==> config.mk <==
export PLATFORM = sky130hd
export DESIGN_NAME = spl_panel
export DESIGN_NICKNAME = d
export VERILOG_FILES = /design/src/spl_pkg.sv /design/src/spl_panel.sv
export SDC_FILE = /design/constraint.sdc
export NUM_CORES = 1
export LEC_CHECK = 0
export ABC_CLOCK_PERIOD_IN_PS = 15040
export CORE_AREA = 5 5 220 222
export CTS_CLUSTER_DIAMETER = 150
export DETAILED_ROUTE_END_ITERATION = 8
export DIE_AREA = 0 0 225 227
export DONT_BUFFER_PORTS = 1
export GPL_TIMING_DRIVEN = 1
export PLACE_DENSITY_LB_ADDON = 0.3
export SYNTH_ARGS = -nofsm -noshare
export SYNTH_HDL_FRONTEND = slang
export SYNTH_SLANG_ARGS = --single-unit
export TNS_END_PERCENT = 50
==> constraint.sdc <==
create_clock -name I_MCLK -period 15.04 [get_ports I_MCLK]
set_input_delay 4.512 -clock I_MCLK [delete_from_list [all_inputs] [get_ports I_MCLK]]
set_output_delay 4.512 -clock I_MCLK [all_outputs]
set_load 0.005 [all_outputs]
==> src/spl_pkg.sv <==
// Package for the status panel indicator logic: constants and carrier types
package spl_pkg;

  // ******************************************************************
  // Timing
  // ******************************************************************
  localparam int unsigned CLK_HZ       = 25_000_000;
  localparam int unsigned HALF_SEC_MS  = 500;
  localparam int unsigned HALF_SEC_CYC = (CLK_HZ / 1000) * HALF_SEC_MS;
  localparam logic [6:0]  PAT_STEPS    = 7'h54; // 84 half-seconds: multiple of 3, 4, 6, 7

  // ******************************************************************
  // Train log depths and limits
  // ******************************************************************
  localparam int          LOG_SHORT     = 20;
  localparam int          LOG_LONG      = 40;
  localparam logic [5:0]  LOG_SHORT_N   = 6'h14;
  localparam logic [5:0]  LOG_LONG_N    = 6'h28;
  localparam logic [7:0]  BRG_COLD_F    = 8'h05;
  localparam logic [7:0]  WHL_COLD_F    = 8'h0f;
  localparam logic [7:0]  BRG_DELTA_F   = 8'h14;
  localparam logic [7:0]  WHL_DELTA_F   = 8'h78;
  localparam logic [7:0]  BRG_BAL_F     = 8'h05;
  localparam logic [7:0]  WHL_BAL_F     = 8'h0f;
  localparam logic [2:0]  DELTA_RUN     = 3'h5;
  localparam logic [4:0]  BAL_RUN       = 5'h14;
  localparam logic [7:0]  TD_FAULT_DIFF = 8'h04;
  localparam logic [7:0]  TD_GOOD_DIFF  = 8'h03;
  localparam logic [7:0]  TD_MIN_MPH    = 8'h0a;
  localparam logic [7:0]  NOISE_LIMIT   = 8'h14;

  // ******************************************************************
  // Register map and fields
  // ******************************************************************
  localparam logic [7:0]  ADDR_CTRL     = 8'h00;
  localparam logic [7:0]  ADDR_STAT     = 8'h04;
  localparam logic [7:0]  ADDR_CNT      = 8'h08;
  localparam int          CTRL_EN_BIT   = 0;
  localparam int          CTRL_CLR_BIT  = 1;
  localparam logic        CTRL_EN_RST   = 1'b1;
  localparam logic [1:0]  RESP_OKAY     = 2'h0;
  localparam logic [1:0]  RESP_SLVERR   = 2'h2;

  // ******************************************************************
  // Synchronised pin bit positions
  // ******************************************************************
  localparam int PIN_PRESENT = 0;
  localparam int PIN_WHEEL1  = 1;
  localparam int PIN_WHEEL2  = 2;
  localparam int PIN_PTT     = 3;
  localparam int PIN_CARRIER = 4;
  localparam int PIN_WAIT    = 5;
  localparam int PIN_GATEACT = 6;
  localparam int PIN_CPU0    = 7;
  localparam int PIN_CPU1    = 8;
  localparam int PIN_BATT    = 9;
  localparam int PIN_N       = 10;

  // Per-train summary; index 0 is the north/east rail, 1 the south/west rail
  typedef struct packed {
    logic [1:0][7:0] brg_max;
    logic [1:0][7:0] whl_max;
    logic [1:0][7:0] brg_avg;
    logic [1:0][7:0] whl_avg;
    logic            res_fail;
    logic [7:0]      cnt1;
    logic [7:0]      cnt2;
    logic [7:0]      axle_cnt;
    logic [7:0]      min_mph;
    logic [7:0]      noise1;
    logic [7:0]      noise2;
    logic [4:0]      alarms;
  } spl_train_s;

  // Entry of the 20-train log
  typedef struct packed {
    logic [3:0] scan_fail; // brg0, brg1, whl0, whl1
    logic       t1_fault;
    logic       t2_fault;
    logic       noise;
    logic       good;
  } spl_entry_s;

endpackage

==> src/spl_panel.sv <==
// Status panel indicator logic with AXI4-Lite control and status registers
//
// The placing of the registers and register access over AXI4-Lite were left to the implementer.
`timescale 1ns/1ps
// ********************************************************************
// Summary of operation
// - Scanner red lit while any train in 20-train log failed integrity.
// - Bearing below 5F or wheel below 15F whole train is a failure.
// - Failed shutter resistor check also counts as integrity failure.
// - Five consecutive trains with pair delta over 20F/120F is failure.
// - Red solid if both of a pair failed, flash if one, off if none.
// - North/east failure flashes on 0.5s off 1s; south/west distinct.
// - Scanner yellow flashes while 20 consecutive trains are imbalanced.
// - Lower scanner is faulty; yellow pattern names its rail.
// - Scanner green flashes only when all scanners good; never solid.
// - With train present, wheel pulses show on transducer green/yellow.
// - Transducer red dark during passage unless both transducers failed.
// - Transducer fault needs count diff four+, speed over 10, odd axles.
// - Transducer red solid for faults on both, flash for one.
// - First transducer flash on 0.5 off 1; second on 1 off 2.
// - Transducer yellow lit for noise over 20 pulses or activation.
// - Transducer green flashes when counts differ by three or less.
// - Activity LEDs follow radio transmission and train presence.
// - Hold-off lit on reception, blinks while awaiting announcement.
// - Alarm LEDs lit while category alarm exists in 40-train log.
// - CPU LEDs cycle off, dim, bright, dim while processor healthy.
// - Middle processor LED lit while backup battery is low.
// - Both train logs clear at power-up and reset.
// ********************************************************************
module spl_panel #(
  parameter int unsigned TICK_CYC = spl_pkg::HALF_SEC_CYC
) (
  input  wire logic               I_MCLK,
  input  wire logic               I_SYS_RST,
  input  wire logic               I_TRAIN_DONE,
  input  wire spl_pkg::spl_train_s I_TRAIN_SUM,
  input  wire logic               I_TRAIN_PRESENT,
  input  wire logic               I_WHEEL1,
  input  wire logic               I_WHEEL2,
  input  wire logic               I_RADIO_PTT,
  input  wire logic               I_RADIO_CARRIER,
  input  wire logic               I_ANNOUNCE_WAIT,
  input  wire logic               I_GATE_ACTIVATE,
  input  wire logic [1:0]         I_CPU_OK,
  input  wire logic               I_BATT_LOW,
  input  wire logic [7:0]         I_AXI_AWADDR,
  input  wire logic               I_AXI_AWVALID,
  output logic                    O_AXI_AWREADY,
  input  wire logic [31:0]        I_AXI_WDATA,
  input  wire logic [3:0]         I_AXI_WSTRB,
  input  wire logic               I_AXI_WVALID,
  output logic                    O_AXI_WREADY,
  output logic [1:0]              O_AXI_BRESP,
  output logic                    O_AXI_BVALID,
  input  wire logic               I_AXI_BREADY,
  input  wire logic [7:0]         I_AXI_ARADDR,
  input  wire logic               I_AXI_ARVALID,
  output logic                    O_AXI_ARREADY,
  output logic [31:0]             O_AXI_RDATA,
  output logic [1:0]              O_AXI_RRESP,
  output logic                    O_AXI_RVALID,
  input  wire logic               I_AXI_RREADY,
  output logic [2:0]              O_ROW1,
  output logic [4:0]              O_ROW2,
  output logic [2:0]              O_ROW3,
  output logic [2:0]              O_ROW4,
  output logic [2:0]              O_ROW5
);

  function automatic logic [7:0] adiff(input logic [7:0] a, input logic [7:0] b);
    adiff = (a > b) ? (a - b) : (b - a);
  endfunction

  // ******************************************************************
  // Pin synchronisers
  // ******************************************************************
  logic [spl_pkg::PIN_N-1:0] pin_raw;
  logic [spl_pkg::PIN_N-1:0] meta_reg;
  logic [spl_pkg::PIN_N-1:0] pin_reg;
  assign pin_raw = {I_BATT_LOW, I_CPU_OK, I_GATE_ACTIVATE, I_ANNOUNCE_WAIT, I_RADIO_CARRIER,
                    I_RADIO_PTT, I_WHEEL2, I_WHEEL1, I_TRAIN_PRESENT};
  genvar gi;
  generate
    for (gi = 0; gi < spl_pkg::PIN_N; gi++) begin : g_sync
      always_ff @(posedge I_MCLK) begin
        meta_reg[gi] <= I_SYS_RST ? 1'b0 : pin_raw[gi];
        pin_reg[gi]  <= I_SYS_RST ? 1'b0 : meta_reg[gi];
      end
    end
  endgenerate
  wire present = pin_reg[spl_pkg::PIN_PRESENT];

  // ******************************************************************
  // Half-second timebase and pattern steps
  // ******************************************************************
  logic [23:0] tick_cnt_reg;
  logic        tick_reg;
  logic [6:0]  step_reg;
  logic [3:0]  pwm_reg;
  wire tick_end = (tick_cnt_reg == 24'(TICK_CYC - 1));
  always_ff @(posedge I_MCLK) begin
    if (I_SYS_RST) begin
      tick_cnt_reg <= 24'h0;
      tick_reg     <= 1'b0;
      step_reg     <= 7'h0;
      pwm_reg      <= 4'h0;
    end else begin
      tick_cnt_reg <= tick_end ? 24'h0 : tick_cnt_reg + 24'h1;
      tick_reg     <= tick_end;
      pwm_reg      <= pwm_reg + 4'h1;
      if (tick_reg) begin
        step_reg <= (step_reg == spl_pkg::PAT_STEPS - 7'h1) ? 7'h0 : step_reg + 7'h1;
      end
    end
  end
  wire pat_ne   = ((step_reg % 7'h3) == 7'h0);        // On 0.5 s, off 1 s
  wire pat_sw4  = ((step_reg % 7'h4) == 7'h0);        // On 0.5 s, off 1.5 s
  wire pat_sw7  = ((step_reg % 7'h7) == 7'h0);        // On 0.5 s, off 3 s
  wire pat_td2  = ((step_reg % 7'h6) < 7'h2);         // On 1 s, off 2 s
  wire blink    = ~step_reg[0];
  wire [1:0] cpu_phase = step_reg[1:0];
  wire dim      = (pwm_reg[3:2] == 2'h0);             // Quarter duty for the dim level
  wire cpu_lvl  = (cpu_phase == 2'h2) | (cpu_phase[0] & dim);

  // ******************************************************************
  // Per-train evaluation
  // ******************************************************************
  spl_pkg::spl_train_s t;
  assign t = I_TRAIN_SUM;
  logic       ctrl_en_reg;
  logic       clr_reg;
  logic [2:0] delta_run_reg;
  logic [4:0] imb_run_reg;
  logic       imb_rail_reg;
  wire [7:0] brg_d = adiff(t.brg_avg[0], t.brg_avg[1]);
  wire [7:0] whl_d = adiff(t.whl_avg[0], t.whl_avg[1]);
  wire brg_lo1 = t.brg_avg[1] < t.brg_avg[0];
  wire whl_lo1 = t.whl_avg[1] < t.whl_avg[0];
  wire brg_dhit = brg_d > spl_pkg::BRG_DELTA_F;
  wire whl_dhit = whl_d > spl_pkg::WHL_DELTA_F;
  wire [2:0] delta_run_next = (brg_dhit | whl_dhit) ?
               ((delta_run_reg == spl_pkg::DELTA_RUN) ? delta_run_reg : delta_run_reg + 3'h1) :
               3'h0;
  wire delta_fail = (delta_run_next == spl_pkg::DELTA_RUN);
  wire brg_imb = brg_d > spl_pkg::BRG_BAL_F;
  wire whl_imb = whl_d > spl_pkg::WHL_BAL_F;
  wire [4:0] imb_run_next = (brg_imb | whl_imb) ?
               ((imb_run_reg == spl_pkg::BAL_RUN) ? imb_run_reg : imb_run_reg + 5'h1) : 5'h0;
  wire imb_rail_next = brg_imb ? brg_lo1 : whl_lo1;
  wire [7:0] td_d = adiff(t.cnt1, t.cnt2);
  wire td_fault = (td_d >= spl_pkg::TD_FAULT_DIFF) && (t.min_mph > spl_pkg::TD_MIN_MPH)
                  && t.axle_cnt[0];
  wire t1_fewer = t.cnt1 < t.cnt2;

  spl_pkg::spl_entry_s entry_new;
  assign entry_new.scan_fail[0] = (t.brg_max[0] < spl_pkg::BRG_COLD_F) | t.res_fail
                                  | (delta_fail & brg_dhit & ~brg_lo1);
  assign entry_new.scan_fail[1] = (t.brg_max[1] < spl_pkg::BRG_COLD_F) | t.res_fail
                                  | (delta_fail & brg_dhit & brg_lo1);
  assign entry_new.scan_fail[2] = (t.whl_max[0] < spl_pkg::WHL_COLD_F)
                                  | (delta_fail & whl_dhit & ~whl_lo1);
  assign entry_new.scan_fail[3] = (t.whl_max[1] < spl_pkg::WHL_COLD_F)
                                  | (delta_fail & whl_dhit & whl_lo1);
  assign entry_new.t1_fault = td_fault & t1_fewer;
  assign entry_new.t2_fault = td_fault & ~t1_fewer;
  assign entry_new.noise = (t.noise1 > spl_pkg::NOISE_LIMIT) | (t.noise2 > spl_pkg::NOISE_LIMIT);
  assign entry_new.good = (td_d <= spl_pkg::TD_GOOD_DIFF);

  // ******************************************************************
  // Train logs
  // ******************************************************************
  spl_pkg::spl_entry_s short_log [0:spl_pkg::LOG_SHORT-1];
  logic [4:0]          long_log  [0:spl_pkg::LOG_LONG-1];
  logic [5:0]          short_fill_reg;
  logic [5:0]          long_fill_reg;
  // Clear beats a train logged in the same cycle
  wire log_clear = I_SYS_RST | clr_reg;
  always_ff @(posedge I_MCLK) begin
    if (log_clear) begin
      for (int i = 0; i < spl_pkg::LOG_SHORT; i++) short_log[i] <= '0;
      for (int i = 0; i < spl_pkg::LOG_LONG; i++) long_log[i] <= 5'h0;
      short_fill_reg <= 6'h0;
      long_fill_reg  <= 6'h0;
      delta_run_reg  <= 3'h0;
      imb_run_reg    <= 5'h0;
      imb_rail_reg   <= 1'b0;
    end else if (I_TRAIN_DONE) begin
      short_log[0] <= entry_new;
      for (int i = 1; i < spl_pkg::LOG_SHORT; i++) short_log[i] <= short_log[i-1];
      long_log[0] <= t.alarms;
      for (int i = 1; i < spl_pkg::LOG_LONG; i++) long_log[i] <= long_log[i-1];
      if (short_fill_reg != spl_pkg::LOG_SHORT_N) short_fill_reg <= short_fill_reg + 6'h1;
      if (long_fill_reg != spl_pkg::LOG_LONG_N) long_fill_reg <= long_fill_reg + 6'h1;
      delta_run_reg <= delta_run_next;
      imb_run_reg   <= imb_run_next;
      if (brg_imb | whl_imb) imb_rail_reg <= imb_rail_next;
    end
  end

  // Old entries fall off the end, so a failure ages out after 20 or 40 trains
  spl_pkg::spl_entry_s acc_s [0:spl_pkg::LOG_SHORT];
  logic [4:0]          acc_l [0:spl_pkg::LOG_LONG];
  assign acc_s[0] = '0;
  assign acc_l[0] = 5'h0;
  generate
    for (gi = 0; gi < spl_pkg::LOG_SHORT; gi++) begin : g_or_s
      assign acc_s[gi+1] = acc_s[gi] | short_log[gi];
    end
    for (gi = 0; gi < spl_pkg::LOG_LONG; gi++) begin : g_or_l
      assign acc_l[gi+1] = acc_l[gi] | long_log[gi];
    end
  endgenerate
  spl_pkg::spl_entry_s win;
  assign win = acc_s[spl_pkg::LOG_SHORT];

  // ******************************************************************
  // Indicator decode
  // ******************************************************************
  wire [3:0] sf = win.scan_fail;
  wire scan_solid = (sf[0] & sf[1]) | (sf[2] & sf[3]);
  wire scan_ne    = sf[0] | sf[2];
  wire scan_any   = |sf;
  wire r5_red = scan_solid | (scan_ne ? pat_ne : (scan_any & pat_sw4));
  wire r5_yel = (imb_run_reg == spl_pkg::BAL_RUN) & (imb_rail_reg ? pat_sw7 : pat_ne);
  wire r5_grn = ~scan_any & blink;
  wire td_both = win.t1_fault & win.t2_fault;
  wire r4_red_idle = td_both | (win.t1_fault ? pat_ne : (win.t2_fault & pat_td2));
  wire r4_red = present ? td_both : r4_red_idle;
  wire r4_yel = present ? pin_reg[spl_pkg::PIN_WHEEL2]
                        : (win.noise | pin_reg[spl_pkg::PIN_GATEACT]);
  wire r4_grn = present ? pin_reg[spl_pkg::PIN_WHEEL1]
                        : ((short_fill_reg != 6'h0) & short_log[0].good & blink);
  wire r3_hold = pin_reg[spl_pkg::PIN_CARRIER] & (~pin_reg[spl_pkg::PIN_WAIT] | blink);
  wire [2:0] r1 = {pin_reg[spl_pkg::PIN_CPU1] & cpu_lvl, pin_reg[spl_pkg::PIN_BATT],
                   pin_reg[spl_pkg::PIN_CPU0] & cpu_lvl};
  wire [2:0] r3 = {r3_hold, pin_reg[spl_pkg::PIN_PTT], present};
  wire en = ctrl_en_reg;

  // One register stage on every row, so no row glitches while decode settles
  always_ff @(posedge I_MCLK) begin
    if (I_SYS_RST) begin
      O_ROW1 <= 3'h0;
      O_ROW2 <= 5'h0;
      O_ROW3 <= 3'h0;
      O_ROW4 <= 3'h0;
      O_ROW5 <= 3'h0;
    end else begin
      O_ROW1 <= en ? r1 : 3'h0;
      O_ROW2 <= en ? acc_l[spl_pkg::LOG_LONG] : 5'h0;
      O_ROW3 <= en ? r3 : 3'h0;
      O_ROW4 <= en ? {r4_red, r4_yel, r4_grn} : 3'h0;
      O_ROW5 <= en ? {r5_red, r5_yel, r5_grn} : 3'h0;
    end
  end

  // ******************************************************************
  // AXI4-Lite slave
  // ******************************************************************
  logic        aw_full_reg;
  logic        w_full_reg;
  logic [7:0]  awaddr_reg;
  logic [31:0] wdata_reg;
  logic        wstrb0_reg;
  wire aw_hs = I_AXI_AWVALID & O_AXI_AWREADY;
  wire w_hs  = I_AXI_WVALID & O_AXI_WREADY;
  wire ar_hs = I_AXI_ARVALID & O_AXI_ARREADY;
  wire do_wr = aw_full_reg & w_full_reg & ~O_AXI_BVALID;
  wire wr_ctrl = do_wr & (awaddr_reg == spl_pkg::ADDR_CTRL);
  wire wr_ok = (awaddr_reg == spl_pkg::ADDR_CTRL) | (awaddr_reg == spl_pkg::ADDR_STAT)
               | (awaddr_reg == spl_pkg::ADDR_CNT);
  wire rd_ctrl = I_AXI_ARADDR == spl_pkg::ADDR_CTRL;
  wire rd_stat = I_AXI_ARADDR == spl_pkg::ADDR_STAT;
  wire rd_cnt  = I_AXI_ARADDR == spl_pkg::ADDR_CNT;
  // Read data is captured at the address handshake, so it stands until RREADY
  wire [31:0] rd_data = rd_ctrl ? {31'h0, ctrl_en_reg} :
                        rd_stat ? {15'h0, O_ROW1, O_ROW2, O_ROW3, O_ROW4, O_ROW5} :
                        rd_cnt  ? {11'h0, imb_rail_reg, imb_run_reg, delta_run_reg,
                                   long_fill_reg, short_fill_reg} : 32'h0;

  always_ff @(posedge I_MCLK) begin
    if (I_SYS_RST) begin
      O_AXI_AWREADY <= 1'b1;
      O_AXI_WREADY  <= 1'b1;
      O_AXI_BVALID  <= 1'b0;
      O_AXI_BRESP   <= spl_pkg::RESP_OKAY;
      aw_full_reg   <= 1'b0;
      w_full_reg    <= 1'b0;
      awaddr_reg    <= 8'h0;
      wdata_reg     <= 32'h0;
      wstrb0_reg    <= 1'b0;
      ctrl_en_reg   <= spl_pkg::CTRL_EN_RST;
      clr_reg       <= 1'b0;
    end else begin
      clr_reg <= 1'b0;
      if (aw_hs) begin
        aw_full_reg   <= 1'b1;
        awaddr_reg    <= I_AXI_AWADDR;
        O_AXI_AWREADY <= 1'b0;
      end
      if (w_hs) begin
        w_full_reg   <= 1'b1;
        wdata_reg    <= I_AXI_WDATA;
        wstrb0_reg   <= I_AXI_WSTRB[0];
        O_AXI_WREADY <= 1'b0;
      end
      if (do_wr) begin
        aw_full_reg  <= 1'b0;
        w_full_reg   <= 1'b0;
        O_AXI_BVALID <= 1'b1;
        O_AXI_BRESP  <= wr_ok ? spl_pkg::RESP_OKAY : spl_pkg::RESP_SLVERR;
        if (wr_ctrl & wstrb0_reg) begin
          ctrl_en_reg <= wdata_reg[spl_pkg::CTRL_EN_BIT];
          clr_reg     <= wdata_reg[spl_pkg::CTRL_CLR_BIT];
        end
      end
      if (O_AXI_BVALID & I_AXI_BREADY) begin
        O_AXI_BVALID  <= 1'b0;
        O_AXI_AWREADY <= 1'b1;
        O_AXI_WREADY  <= 1'b1;
      end
    end
  end

  always_ff @(posedge I_MCLK) begin
    if (I_SYS_RST) begin
      O_AXI_ARREADY <= 1'b1;
      O_AXI_RVALID  <= 1'b0;
      O_AXI_RDATA   <= 32'h0;
      O_AXI_RRESP   <= spl_pkg::RESP_OKAY;
    end else if (ar_hs) begin
      O_AXI_ARREADY <= 1'b0;
      O_AXI_RVALID  <= 1'b1;
      O_AXI_RDATA   <= rd_data;
      O_AXI_RRESP   <= (rd_ctrl | rd_stat | rd_cnt) ? spl_pkg::RESP_OKAY : spl_pkg::RESP_SLVERR;
    end else if (O_AXI_RVALID & I_AXI_RREADY) begin
      O_AXI_RVALID  <= 1'b0;
      O_AXI_ARREADY <= 1'b1;
    end
  end
endmodule // spl_panel

# [Word-level counts from Yosys, hierarchy flattened]
# Memory sizes are Yosys's and may differ from the RTL's.
# Index checks and enable logic that the tools add are counted.
[word_totals] n_memories=2 ff_bits=150 wordCells=389 input_bits=188 ram_bits=360
[mem_list] name="long_log" words=40 word_bits=5 rd=40 rd_ports_with_merged_regs=0 wr=40 line="spl_panel.sv:173" text="logic [4:0] long_log [0:spl_pkg::LOG_LONG-1];"
[mem_list] name="short_log" words=20 word_bits=8 rd=20 rd_ports_with_merged_regs=0 wr=20 line="spl_panel.sv:172" text="spl_pkg::spl_entry_s short_log [0:spl_pkg::LOG_SHORT-1];"
[classes] eq_ne=13 n_div=3 n_lt_le_gt_ge=20 addsub=13 n_bitwise=179 mux=89 reduce_logical=21
[ops] cell="$mux 5" count=42
[ops] cell="$or 5x5->5" count=39
[ops] cell="$mux 8" count=23
[ops] cell="$or 8x8->8" count=19
[ops] cell="$or 1x1->1" count=81
[ops] cell="$mux 21" count=3
[ops] cell="$sub 8x8->8" count=6
[ops] cell="$and 1x1->1" count=30
[ops] cell="$add 24x1->24 const B" count=1
[ops] cell="$eq 24x24->1 const B" count=1
[ops] cell="$gt 8x5->1 const B" count=3
[ops] cell="$gt 8x8->1" count=3
[ops] cell="$lt 8x8->1" count=3
[ops] cell="$logic_not 7->1" count=3
[ops] cell="$eq 8x3->1 const B" count=2
[ops] cell="$eq 8x4->1 const B" count=2
[ops] cell="$gt 8x4->1 const B" count=2
[ops] cell="$logic_not 8->1" count=2
[ops] cell="$lt 8x3->1 const B" count=2
[ops] cell="$lt 8x4->1 const B" count=2
[ops] cell="$mux 1" count=16
[ops] cell="$mod 7x3->7 const B" count=2
[ops] cell="$add 6x1->6 const B" count=2
[ops] cell="$not 1->1" count=10
[ops] cell="other kinds (28)" count=39

# [Longest topological paths before layout]
# An unclocked memory read counts as a cell.
[depth] word_depth=40 mapped_depth=15 ltp_nobuf=15

# [Worst setup path after synthesis]
# Ideal clock, no wire load.
[synth_path] path_kind="input to register" from="input I_SYS_RST" to="memory long_log[0][0], enable pin" path_slack_ps=2809 path_buffers=1 cell_stages=4 required_ps=14349 setup_time_ps=691 t_arrival_ps=11540 path_cell_list="or2_2 > clkbuf_1 > nor2_1 > inv_1"
[synth_rtl] element="from (decl)" line="spl_panel.sv:34" text="input wire logic I_SYS_RST,"
[synth_rtl] element="to (decl)" line="spl_panel.sv:173"

# [Final worst setup path]
[layout_path] from="input I_TRAIN_SUM[75] (netlist name)" to="register imb_rail_reg"
[layout_between] elab_chain_cells=5
[layout_rtl] element="from (decl)" line="spl_panel.sv:36" text="input wire spl_pkg::spl_train_s I_TRAIN_SUM,"
[layout_rtl] element="$sub 8x8->8 or $gt 8x8->1 (tied branches)" line="spl_panel.sv:71" text="adiff = (a > b) ? (a - b) : (b - a);"
[layout_rtl] element="$mux 8" line="spl_panel.sv:71"
[layout_rtl] element="$gt 8x3->1" line="spl_panel.sv:145" text="wire brg_imb = brg_d > spl_pkg::BRG_BAL_F;"
[layout_rtl] element="$or 1x1->1" line="spl_panel.sv:196" text="if (brg_imb | whl_imb) imb_rail_reg <= imb_rail_next;"
[layout_rtl] element="$reduce_and 2->1 (no line)"
[layout_rtl] element="to (signal assigned)" line="spl_panel.sv:196"
[layout_rtl] element="to (decl)" line="spl_panel.sv:134" text="logic imb_rail_reg;"
# Several ways; a longest one is shown, not always the timed one.
# A chain may end at the register's enable or synchronous reset.

==> flow_summary.ini <==
[outcome]
status = finished, final reports clean

[flow_run]
cap_violations = 0

[detailed_routing]
route.vias.total = 14800
dr_wl_met2_mm = 21.3
wirelength_mm = 45.8
routed.top_layer = met5
wirelength_met1_mm = 20.9
wire_per_inst_um = 17.8
via_per_inst = 5.75
ant_nets = 0
drc = 0
drtIter0Drc = 1370
drtPass1Iterations = 5
met3_length_mm = 2.29

[setup_path]
worstRegToRegCells = 15
critPathSlowestCell = ha_1
path_cells = inv_1, ha_1, nand4_1, a21oi_1, o21a_1, mux2_2, and3_1, nor4_4, and4b_1, o211ai_1, o31ai_1
cp_max_fo = 11
cpPeakStageDelay_ns = 0.47
crit_arrival_ns = 7.54
path_class = in -> reg
reg2reg_to = O_ROW5[1]
cp-end-kind = flip-flop
r2r_slack_ns = 11.02
reg2reg_from = step_reg[0]
cp.required_ns = 15.52
startpoint_type = input pin

[synthesis]
ys_async_sr_fraction = 0
seq_area_frac_synth = 0.582
synth_area_mm2 = 0.0223
ys_ff_latch = 478
yosys_warnings = 0
synth_area_leaders = edfxtp_1 46%, dfxtp_1 12%, and3_1 8.5%, ha_1 3.6%, nor4_1 2.6%
synth_top_area_cell = edfxtp_1
synth-edff-count = 341
synthTopCellsByCount = 341 x edfxtp_1, 304 x and3_1, 137 x dfxtp_1, 114 x nor2_1, 101 x clkbuf_1
synth.distinct_cells = 82
syn_inst = 1989
synth_top_area_share = 0.459
syn_area_per_cell_um2 = 11.2
yosysMostFrequentCell = edfxtp_1
synth_ff_type = edfxtp_1

[sta]
clock_skew_ns = 0.0185
slew_headroom = 0.0801
fin_crit_sh = 0.470
setup_viol = 0
finalSetupTns_ns = 0
fmax_mhz = 142
maxSlewViolCount = 0
tightestPinTransition_ns = 1.38
whs_ns = 0.430
postLayoutSetupSlackWorst_ns = 7.98
grt_setup_unrepaired = no
hold_violations = 0
finalCriticalPeriod_ns = 7.06

[min_path]
hold_end = O_ROW1[2]
hp-start = pin_reg[8]
hp-class = reg -> reg
hold_depth = 1

[grt]
first_global_vias = 14200
grt_use_total = 0.170
antenna_found_initial = 3
grt_max_degree = 339
grt_pass1_wl_mm = 72.5
overflow = 0

[clock_network]
hold_buffers = 0
root_buffer = clkbuf_16
cts.path.max_buffers = 3
cts-resized-gates = 0
clk_pin_slew_ns = 0.06
post-cts-setup-buffers = 0
htree_levels = 2
clock_sinks = 478
cts-buffers-inserted = 49
insertion_delay_ns = 0.58
cts_tree = done

[place]
post-place-ws_ns = 7.38
placed_cells = 2486
dp_hpwl_mm = 29.5
port_buffers = 0
place.gp.congestion = 0.875

[cells_and_area]
largest_reg_flops = 200
final_cell_count_no_fill = 2576
area_growth_pct = 8.32
fillers = 3977
layout-drive-gt1-share = 0.0498
fin_nets = 2189

[floorplan]
core_region_area_mm2 = 0.0462
std_cell_rows = 79
fp.dieH_um = 227
dieWidth_um = 225
initial_core_util = 0.483
io_pins = 246
die-area_mm2 = 0.0511

[power_and_ir_drop]
powerDensity_mw_per_mm2 = 120
leakagePower_nw = 10.2
ir_drop_mv = 0.0841
logic make-up (layout without fill, tap and decap cells):
| group | after synthesis | in the layout | share of synthesized area |
|---|---|---|---|
| flops | 478 | 478 | 0.582 |
| simple gates | 855 | 855 | 0.217 |
| xor+xnor | 56 | 56 | 0.0220 |
| buf+inv | 225 | 192 | 0.0412 |
| mux | 27 | 27 | 0.0125 |
| other cells | 1 | 14 | 0.000168 |
| fa+ha+maj | 73 | 73 | 0.0428 |
| compound gates | 274 | 274 | 0.0825 |
power by group:
group,internal (mW),switching [mW],total [mW]
Combinational,0.0813,0.125,0.206
Clock,0.665,0.490,1.16
Sequential,1.49,0.0412,1.53
layout by cell type, fill, tap and decap left out, drive strengths merged, types with 10 or more instances in the layout:
cell type	n
conb	13
nor2	116
clkbuf	68
nand2	90
a22o	16
nand4	35
and2	57
nor3	28
nand2b	11
a211oi	10
mux2i	21
xor2	32
nor2b	30
dfxtp	137
a21o	18
clkinv	20
a22oi	20
xnor2	24
o21ai	42
ha	65
nor4	95
inv	96
a31oi	12
nand3	50
edfxtp	341
and3	304
a21oi	84
worst max-delay path, delay by kind of cell:
| kind | cells | cell delay, ns |
|---|---|---|
| buf+inv | 1 | 0.02 |
| simple gates | 4 | 1.23 |
| fa+ha+maj | 1 | 0.47 |
| mux | 1 | 0.38 |
| compound gates | 4 | 0.94 |
how the worst max path moves through the flow:
stage | from | to | cells past startpoint
floorplan | I_SYS_RST | long_log[0][0] | 4
global placement | I_TRAIN_SUM[45] | short_log[0][2] | 13
detailed placement | I_TRAIN_SUM[45] | short_log[0][2] | 13
CTS | I_TRAIN_SUM[45] | short_log[0][2] | 13
global route | I_TRAIN_SUM[59] | short_log[0][6] | 11
finish | I_TRAIN_SUM[75] | imb_rail_reg | 11
layer usage:
| layer | up-vias | GRT usage |
|---|---|---|
| met4 | 4 | 0.0577 |
| met1 | 7154 | 0.237 |
| li1 | 7234 | - |
| met3 | 83 | 0.0338 |
| met5 | - | 0 |
| met2 | 326 | 0.270 |
layout make-up:
class	count	area, µm²	share of cell area
antenna	1	2.50	0.000104
clock buffer	68	1360	0.0563
timing repair buffer	5	50.0	0.00207
clock inverter	21	166	0.00689
multi-input combinational	1298	8460	0.350
inverter	98	375	0.0155
tap	607	759	0.0314
sequential	478	13000	0.538
per-stage QoR:
stage          cell area, µm²  utilization  power (mW)
6_report                24200        0.523        2.89
5_1_grt                 24100        0.523        3.01
4_1_cts                 24100        0.523        2.92
3_5_place_dp            22600        0.490        1.76
3_3_place_gp            22600        0.490        1.75
2_1_floorplan           22300            -        1.73
(Power assumes the default switching activity.)
